## config.mk

```make
export PLATFORM = sky130hd
export DESIGN_NAME = compact_timer
export DESIGN_NICKNAME = d
export VERILOG_FILES = /design/src/verilog/compact_timer_pkg.sv /design/src/verilog/compact_timer.sv
export SDC_FILE = /design/constraint.sdc
export NUM_CORES = 1
export LEC_CHECK = 0
export ABC_CLOCK_PERIOD_IN_PS = 6750
export BUFFER_PORTS_ARGS = -buffer_cell sky130_fd_sc_hd__buf_2
export CAP_MARGIN = 5
export CORE_ASPECT_RATIO = 1.5
export CORE_UTILIZATION = 53
export DETAILED_ROUTE_END_ITERATION = 7
export PLACE_DENSITY = 0.89
export SLEW_MARGIN = 0
export SYNTH_ARGS = -nofsm -noshare
export SYNTH_HDL_FRONTEND = slang
export SYNTH_SLANG_ARGS = --single-unit
export TNS_END_PERCENT = 1
```

## constraint.sdc

```tcl
create_clock -name CLOCK -period 6.75 [get_ports CLOCK]
set_input_delay 0.3375 -clock CLOCK [delete_from_list [all_inputs] [get_ports CLOCK]]
set_output_delay 0.3375 -clock CLOCK [all_outputs]
set_load 0.01 [all_outputs]
```

## src/verilog/compact_timer_pkg.sv

```systemverilog
package compact_timer_pkg;
    // Widths
    localparam int CNT_W = 10;
    localparam int PER_W = 3;
    localparam int PRE_W = 6;
    localparam int LOW_BITS = 7;

    // Register byte offsets on the bus
    localparam logic [7:0] OFF_CTRL0 = 8'h00;
    localparam logic [7:0] OFF_CTRL1 = 8'h04;
    localparam logic [7:0] OFF_CNT_LO = 8'h08;
    localparam logic [7:0] OFF_CNT_HI = 8'h0C;
    localparam logic [7:0] OFF_CMPA_LO = 8'h10;
    localparam logic [7:0] OFF_CMPA_HI = 8'h14;
    localparam logic [7:0] OFF_FLAGS = 8'h18;

    // Control 0 fields
    localparam int C0_PAUSE = 7;
    localparam int C0_CKS_HI = 6;
    localparam int C0_CKS_LO = 4;
    localparam int C0_ON = 3;
    localparam int C0_PER_HI = 2;

    // Control 1 fields
    localparam int C1_MODE_HI = 7;
    localparam int C1_MODE_LO = 6;
    localparam int C1_PF_HI = 5;
    localparam int C1_PF_LO = 4;
    localparam int C1_OC = 3;
    localparam int C1_POL = 2;
    localparam int C1_DPX = 1;
    localparam int C1_CCLR = 0;

    // Flag register bits
    localparam int FL_A = 0;
    localparam int FL_P = 1;

    // Reset values
    localparam logic [7:0] CTRL_RST = 8'h00;
    localparam logic [9:0] CNT_RST = 10'h000;

    // Operating modes
    typedef enum logic [1:0] {
        MODE_CMP = 2'b00,
        MODE_UNDEF = 2'b01,
        MODE_PWM = 2'b10,
        MODE_TMR = 2'b11
    } mode_t;

    // Pin functions
    localparam logic [1:0] PF_NONE = 2'b00;
    localparam logic [1:0] PF_LOW = 2'b01;
    localparam logic [1:0] PF_HIGH = 2'b10;
    localparam logic [1:0] PF_TOGGLE = 2'b11;
    localparam logic [1:0] PF_INACT = 2'b00;
    localparam logic [1:0] PF_ACT = 2'b01;
    localparam logic [1:0] PF_PWM = 2'b10;

    // Counter clock dividers (terminal counts, divide minus one)
    localparam logic [5:0] DIV4_TC = 6'h03;
    localparam logic [5:0] DIV1_TC = 6'h00;
    localparam logic [5:0] DIV16_TC = 6'h0F;
    localparam logic [5:0] DIV64_TC = 6'h3F;
endpackage : compact_timer_pkg

```

## src/verilog/compact_timer.sv

```systemverilog
// Summary of operation
// Count high byte shows counter bits 9..8; upper bits read zero.
// Compare A value held in low and high bytes, both reset zero.
// Mode field: 00 compare output, 10 PWM, 11 timer/counter.
// Clear-select low: clear on P match or overflow, raising both flags; the code raises no A flag while compare A is zero.
// Clear-select high: clear on A match, only A flag, never P flag.
// Clear-select high with A zero: run to 3FF, no A flag.
// Compare mode pin changes only on A match, never on P match.
// On A match pin goes high, low or toggles; code zero keeps it.
// Timer on rising edge sets pin to output-control initial level.
// Timer/counter mode counts and flags like compare but leaves pin free.
// PWM ignores clear-select; swap bit picks period and duty register.
// PWM raises A flag on A match and P flag on P match.
// PWM: output-control picks active level, polarity inverts, pin function.
// PWM counting runs on while the pin is forced inactive or active.
// Swap clear: period is code times 128 (0 gives 1024), duty A.
// Duty at or above period gives 100 percent duty.
// Swap set: period from A, duty code times 128 (0 gives 1024).
// Timer on rising clears counter; turning off keeps the count.
// Comparator P compares code with counter bits 9..7.
// Pin codes per mode: compare low/high/toggle; PWM inactive/active/wave.
// Pause freezes the counter; clearing it resumes from that value.
// Match flags are sticky until software clears them.
// Software stops the timer before changing mode or pin function.
`timescale 1ns/1ps
module compact_timer (
    // Clock and reset
    input wire logic CLOCK,
    input wire logic RST_N,
    // Avalon-MM slave
    input wire logic [7:0] ADDRESS,
    input wire logic READ,
    input wire logic WRITE,
    input wire logic [31:0] WRITEDATA,
    input wire logic [3:0] BYTEENABLE,
    output logic [31:0] READDATA,
    output logic WAITREQUEST,
    // Timer pin
    output logic PIN_OUT,
    output logic PIN_OE
);

    logic [7:0] ctrl0_ff;
    logic [7:0] ctrl1_ff;
    logic [9:0] cmp_a_ff;
    logic [9:0] count_ff;
    logic [5:0] pre_ff;
    logic on_prev_ff;
    logic flag_a_ff;
    logic flag_p_ff;
    logic cm_level_ff;
    logic pin_ff;
    logic oe_ff;
    logic wait_ff;
    logic [31:0] rdata_ff;

    logic on_bit;
    logic pause_bit;
    logic [2:0] per_code;
    compact_timer_pkg::mode_t mode;
    logic [1:0] pin_fn;
    logic oc_bit;
    logic pol_bit;
    logic dpx_bit;
    logic cclr_bit;
    logic on_rise;
    logic tick;
    logic [2:0] clk_sel;
    logic [5:0] pre_tc;
    logic [9:0] p_base;
    logic [9:0] p_end;
    logic [9:0] a_end;
    logic [10:0] p_len;
    logic [10:0] duty;
    logic a_evt;
    logic p_evt;
    logic clr_evt;
    logic pwm_act;
    logic wr_ok;
    logic rd_req;
    logic [31:0] rd_val;
    logic nxt_pin;

    // Field decode
    assign on_bit = ctrl0_ff[compact_timer_pkg::C0_ON];
    assign pause_bit = ctrl0_ff[compact_timer_pkg::C0_PAUSE];
    assign per_code = ctrl0_ff[compact_timer_pkg::C0_PER_HI:0];
    assign mode = compact_timer_pkg::mode_t'(
        ctrl1_ff[compact_timer_pkg::C1_MODE_HI:compact_timer_pkg::C1_MODE_LO]);
    assign pin_fn =
        ctrl1_ff[compact_timer_pkg::C1_PF_HI:compact_timer_pkg::C1_PF_LO];
    assign oc_bit = ctrl1_ff[compact_timer_pkg::C1_OC];
    assign pol_bit = ctrl1_ff[compact_timer_pkg::C1_POL];
    assign dpx_bit = ctrl1_ff[compact_timer_pkg::C1_DPX];
    assign cclr_bit = ctrl1_ff[compact_timer_pkg::C1_CCLR];
    assign on_rise = on_bit && !on_prev_ff;

    // Counter clock select; the external pin clock is not wired here
    assign clk_sel =
        ctrl0_ff[compact_timer_pkg::C0_CKS_HI:compact_timer_pkg::C0_CKS_LO];

    always_comb begin
        case (clk_sel)
            3'b000: pre_tc = compact_timer_pkg::DIV4_TC;
            3'b001: pre_tc = compact_timer_pkg::DIV1_TC;
            3'b010: pre_tc = compact_timer_pkg::DIV16_TC;
            3'b011: pre_tc = compact_timer_pkg::DIV64_TC;
            default: pre_tc = compact_timer_pkg::DIV1_TC;
        endcase
    end

    // Prescaler restarts with the timer so the first count is a full one
    always_ff @(posedge CLOCK or negedge RST_N) begin
        if (!RST_N) begin
            pre_ff <= '0;
        end else if (on_rise || pre_ff >= pre_tc) begin
            pre_ff <= '0;
        end else if (on_bit && !pause_bit) begin
            pre_ff <= pre_ff + 6'h01;
        end
    end

    assign tick = on_bit && !pause_bit && !on_rise && (pre_ff >= pre_tc);

    // Period code against top counter bits; zero wraps to 3FF
    assign p_base = {per_code, 7'h00};
    assign p_end = p_base - 10'h001;
    assign p_len = (per_code == 3'b000) ? 11'h400 : {1'b0, p_base};
    assign a_end = cmp_a_ff - 10'h001;

    // Match events and clear source per mode
    always_comb begin
        a_evt = 1'b0;
        p_evt = 1'b0;
        clr_evt = 1'b0;
        duty = 11'h000;
        if (mode == compact_timer_pkg::MODE_PWM) begin
            // Clear-select plays no part here
            if (!dpx_bit) begin
                p_evt = tick && (count_ff == p_end);
                a_evt = tick && (count_ff == cmp_a_ff);
                clr_evt = p_evt;
                duty = {1'b0, cmp_a_ff};
            end else begin
                a_evt = tick && (count_ff == a_end);
                p_evt = tick && (count_ff == p_base);
                clr_evt = a_evt;
                duty = p_len;
            end
        end else if (cclr_bit) begin
            // A of zero lets the counter wrap at 3FF with no flag
            a_evt = tick && (cmp_a_ff != 10'h000)
                && (count_ff == cmp_a_ff);
            clr_evt = a_evt;
        end else begin
            a_evt = tick && (cmp_a_ff != 10'h000)
                && (count_ff == cmp_a_ff);
            p_evt = tick && (count_ff == p_end);
            clr_evt = p_evt;
        end
    end

    // Up counter; off or paused keeps the residual value
    always_ff @(posedge CLOCK or negedge RST_N) begin
        if (!RST_N) begin
            count_ff <= compact_timer_pkg::CNT_RST;
        end else if (on_rise) begin
            count_ff <= compact_timer_pkg::CNT_RST;
        end else if (clr_evt) begin
            count_ff <= compact_timer_pkg::CNT_RST;
        end else if (tick) begin
            count_ff <= count_ff + 10'h001;
        end
    end

    always_ff @(posedge CLOCK or negedge RST_N) begin
        if (!RST_N) begin
            on_prev_ff <= 1'b0;
        end else begin
            on_prev_ff <= on_bit;
        end
    end

    // Sticky flags; a new match wins over a software clear
    always_ff @(posedge CLOCK or negedge RST_N) begin
        if (!RST_N) begin
            flag_a_ff <= 1'b0;
            flag_p_ff <= 1'b0;
        end else begin
            if (a_evt) begin
                flag_a_ff <= 1'b1;
            end else if (wr_ok && ADDRESS == compact_timer_pkg::OFF_FLAGS
                    && WRITEDATA[compact_timer_pkg::FL_A]) begin
                flag_a_ff <= 1'b0;
            end
            if (p_evt) begin
                flag_p_ff <= 1'b1;
            end else if (wr_ok && ADDRESS == compact_timer_pkg::OFF_FLAGS
                    && WRITEDATA[compact_timer_pkg::FL_P]) begin
                flag_p_ff <= 1'b0;
            end
        end
    end

    // Compare-mode pin level, steered only by comparator A
    always_ff @(posedge CLOCK or negedge RST_N) begin
        if (!RST_N) begin
            cm_level_ff <= 1'b0;
        end else if (on_rise) begin
            cm_level_ff <= oc_bit;
        end else if (a_evt && mode == compact_timer_pkg::MODE_CMP) begin
            case (pin_fn)
                compact_timer_pkg::PF_LOW: cm_level_ff <= 1'b0;
                compact_timer_pkg::PF_HIGH: cm_level_ff <= 1'b1;
                compact_timer_pkg::PF_TOGGLE: cm_level_ff <= !cm_level_ff;
                default: cm_level_ff <= cm_level_ff;
            endcase
        end
    end

    // Duty compare keeps running whatever the pin function
    assign pwm_act = ({1'b0, count_ff} < duty);

    // Pin level per mode, polarity applied last
    always_comb begin
        case (mode)
            compact_timer_pkg::MODE_CMP: nxt_pin = cm_level_ff ^ pol_bit;
            compact_timer_pkg::MODE_PWM: begin
                case (pin_fn)
                    compact_timer_pkg::PF_ACT:
                        nxt_pin = oc_bit ^ pol_bit;
                    compact_timer_pkg::PF_PWM:
                        nxt_pin = !(pwm_act ^ oc_bit) ^ pol_bit;
                    default: nxt_pin = !oc_bit ^ pol_bit;
                endcase
            end
            default: nxt_pin = 1'b0;
        endcase
    end

    // Pin outputs; timer/counter mode releases the pin
    always_ff @(posedge CLOCK or negedge RST_N) begin
        if (!RST_N) begin
            pin_ff <= 1'b0;
            oe_ff <= 1'b0;
        end else begin
            pin_ff <= nxt_pin;
            oe_ff <= (mode == compact_timer_pkg::MODE_CMP)
                || (mode == compact_timer_pkg::MODE_PWM);
        end
    end

    // Bus: one wait cycle, the access completes when waitrequest is low
    assign wr_ok = WRITE && !wait_ff && BYTEENABLE[0];
    assign rd_req = (READ || WRITE) && wait_ff;

    always_comb begin
        rd_val = 32'h0000_0000;
        case (ADDRESS)
            compact_timer_pkg::OFF_CTRL0: rd_val[7:0] = ctrl0_ff;
            compact_timer_pkg::OFF_CTRL1: rd_val[7:0] = ctrl1_ff;
            compact_timer_pkg::OFF_CNT_LO: rd_val[7:0] = count_ff[7:0];
            compact_timer_pkg::OFF_CNT_HI: rd_val[1:0] = count_ff[9:8];
            compact_timer_pkg::OFF_CMPA_LO: rd_val[7:0] = cmp_a_ff[7:0];
            compact_timer_pkg::OFF_CMPA_HI: rd_val[1:0] = cmp_a_ff[9:8];
            compact_timer_pkg::OFF_FLAGS: rd_val[1:0] = {flag_p_ff, flag_a_ff};
            default: rd_val = 32'h0000_0000;
        endcase
    end

    always_ff @(posedge CLOCK or negedge RST_N) begin
        if (!RST_N) begin
            wait_ff <= 1'b1;
            rdata_ff <= 32'h0000_0000;
        end else if (rd_req) begin
            wait_ff <= 1'b0;
            rdata_ff <= READ ? rd_val : 32'h0000_0000;
        end else begin
            wait_ff <= 1'b1;
            rdata_ff <= 32'h0000_0000;
        end
    end

    // Software-written registers; counter bytes are read-only
    always_ff @(posedge CLOCK or negedge RST_N) begin
        if (!RST_N) begin
            ctrl0_ff <= compact_timer_pkg::CTRL_RST;
            ctrl1_ff <= compact_timer_pkg::CTRL_RST;
            cmp_a_ff <= compact_timer_pkg::CNT_RST;
        end else if (wr_ok) begin
            case (ADDRESS)
                compact_timer_pkg::OFF_CTRL0: ctrl0_ff <= WRITEDATA[7:0];
                compact_timer_pkg::OFF_CTRL1: ctrl1_ff <= WRITEDATA[7:0];
                compact_timer_pkg::OFF_CMPA_LO:
                    cmp_a_ff[7:0] <= WRITEDATA[7:0];
                compact_timer_pkg::OFF_CMPA_HI:
                    cmp_a_ff[9:8] <= WRITEDATA[1:0];
                default: ctrl0_ff <= ctrl0_ff;
            endcase
        end
    end

    assign READDATA = rdata_ff;
    assign WAITREQUEST = wait_ff;
    assign PIN_OUT = pin_ff;
    assign PIN_OE = oe_ff;
endmodule : compact_timer

```

==> impl_metrics.ini <==
[die]
rows = 39
num_io_pins = 83
die_w_um = 74.81
die_area_um2 = 8319
start_util = 0.5501
die_h_um = 111.2
core_um2 = 7661

[power_and_ir_drop]
leakage_nw = 2.165
peakVddDrop_mv = 0.1288
p_per_area_nw_per_um2 = 196.1

[sta]
fin_crit_ns = 3.611
hold_viol = 0
skew_ns = 0.004176
rsz0062_at_grt = false
relSlewSlack = 0.3266
fmax_ghz = 0.2769
tns_ns = 0
setup_violations = 0
fin_crit_sh = 0.5350
worstMarginPinSlew_ns = 1.006
setup_ws_ns = 3.139
drv_slew = 0

[critical_path]
arrival_ns = 3.82
path_max_fanout = 12
path_cells = nor3b_4 > nand2_1 > ha_1 > nor4b_1 > a211oi_1 > a221oi_1 > o21ai_1 > a211oi_1 > a2bb2oi_1 > mux2_1
worst_path_max_delay_cell = dfrtp_1
crit_path_end_kind = flip-flop
critPathMostFrequentCell = a211oi_1
critPathRequiredTime_ns = 6.96
max_stage_delay_ns = 0.64
critical_path_class = reg2reg
startpoint_type = flip-flop

[drt]
wirelength_um = 10820
drtIter0Drc = 264
ant_nets = 0
routedWlPerCell_um = 19.05
post_drt_via_cell_ratio = 6.197
drc = 0
vias = 3520
first_pass_iters = 5

[logic_synthesis]
synth_most_common_cell = dfrtp_1
ys_seq_elements = 57
synth_compound_area_frac = 0.1606
synth-edff-count = 0
dominantRegCellSynth = dfrtp_1
synth_fa_ha_area_frac = 0.07126
synth-simple-area-share = 0.2102
yosys-top-cells-area = dfrtp_1, ha_1, mux2_2
synth_mux_area_frac = 0.07601
synth_common_cells = dfrtp_1, nand2_1, buf_4
synthArstFlopShare = 1.000
synth_area_um2 = 4214
synth_xor_area_frac = 0.05196
syn_inst = 439
synth.avg_cell_area_um2 = 9.599
yosysUniqueCellTypes = 73
synth_top_family_by_area = simple AND/OR/NAND/NOR gates
netlist.area_leader.share = 0.3325
yosys.area.top_type = dfrtp_1
ys_warn_count = 0
yosysSeqAreaShare = 0.3388

[clock_tree]
clockBufferDepth = 2
htree_levels = 3
cts_buffers = 9
hold_buffers = 0
clkSinkCount = 57
cts_tree = yes
cts_resized = 0
cts.clk_slew.worst_paths_ns = 0.05
cts-root-buf = clkbuf_16
insertion_delay_ns = 0.33
cts_setup_buffers = 0

[layout]
nets = 534
insertedDiodeCount = 0
drive_gt1_frac = 0.2039
stdcell_count = 568
area_growth_pct = 9.828

[global_route]
antenna_found_initial = 0
grt_pass1_vias = 3498
grt_max_degree = 58
grt.total_usage = 0.2812
grt_pass1_wl_um = 17410
grt-ovfl-total = 0

[placement]
gp_congestion = 0.9576
dpl.hpwl_um = 7747
pre_cts_slack_ns = 3.288
io_buffers = 31
placed_cells = 553

[min_path]
hp-class = in2async

[flow_run]
cap_viol_max_count = 0

[run_status]
outcome = completed
-- cell families (layout without fill, tap and decap cells) --
| family | count (synthesis) | after routing |
|---|---|---|
| AO/OA/AOI/OAI | 88 | 88 |
| XOR/XNOR | 25 | 25 |
| adder cells (fa/ha/maj) | 24 | 24 |
| buffers and inverters | 64 | 68 |
| flip-flops | 57 | 57 |
| multiplexers | 29 | 29 |
| other | 1 | 24 |
| AND/OR/NAND/NOR | 151 | 151 |
-- through the flow --
stage          total power, mW  hold slack, ns  cell area, um^2  utilization
2_1_floorplan           0.3994         0.04191             4300            -
3_3_place_gp            0.4092          0.4620             4298       0.5610
3_5_place_dp            0.4111          0.4646             4298       0.5610
4_1_cts                 0.9105          0.1753             4628       0.6041
5_1_grt                 0.9314          0.2001             4628       0.6041
6_report                0.9077          0.1580             4628       0.6041
-- final timing paths --
check                            start          end  slack [ns]  cells past startpoint
min                              RST_N       PIN_OE        0.16                      2
max                        ctrl1_ff[7]      PIN_OUT        3.14                     10
max in group asynchronous        RST_N    flag_a_ff        6.10                      2
min reg2reg                  flag_a_ff    flag_a_ff        0.49                      2
max reg2reg                ctrl1_ff[7]      PIN_OUT        3.14                     10
min in group CLOCK                READ  WAITREQUEST        0.20                      2
-- area by class of cell --
class	instances	area (um^2)
inverters	20	75.07
well taps	102	127.6
repair buffers	33	170.2
flip-flops and latches	57	1428
clock buffers	13	270.3
fillers	637	3033
clock inverters	2	60.06
multi-input cells	341	2497
-- sequential cells by signal, indices dropped and copies added, names as in the netlist --
| signal | count |
|---|---|
| flag_p_ff | 1 |
| WAITREQUEST | 1 |
| ctrl0_ff | 8 |
| cm_level_ff | 1 |
| PIN_OE | 1 |
| count_ff | 10 |
| PIN_OUT | 1 |
| ctrl1_ff | 8 |
| cmp_a_ff | 10 |
| READDATA | 8 |
| flag_a_ff | 1 |
| pre_ff | 6 |
| on_prev_ff | 1 |
-- layout by cell type, fill, tap and decap left out, drive strengths merged, types with 8 or more instances in the layout --
master   n
dfrtp   56
nand2   48
buf     33
nor2    25
ha      24
conb    24
mux2    24
o21ai   21
inv     20
a21oi   13
xor2    13
nor3    13
clkbuf  13
xnor2   12
nor2b    8
nand2b   8
a31oi    8
-- critical path: cells and delay by family (launching register included) --
| family | cells | cell delay, ns |
|---|---|---|
| AO/OA/AOI/OAI | 5 | 1.36 |
| adder cells (fa/ha/maj) | 1 | 0.23 |
| flip-flops | 1 | 0.64 |
| multiplexers | 1 | 0.35 |
| AND/OR/NAND/NOR | 3 | 0.90 |
-- where the power goes --
| part | total [mW] | leakage (nW) | switching [mW] | internal, mW |
|---|---|---|---|---|
| Sequential | 0.355 | 0.741 | 0.00784 | 0.347 |
| Clock | 0.501 | 0.162 | 0.150 | 0.351 |
| Combinational | 0.0523 | 1.26 | 0.0344 | 0.0179 |
-- per-layer routing --
metal	track usage	wire [um]	vias to the layer above
li1	-	-	1579
met1	0.3048	3896	1696
met2	0.4691	5649	194
met3	0.05182	552	51
met4	0.2050	721	0
met5	0	0	-
Note: power is estimated with default switching activity, not from simulation.
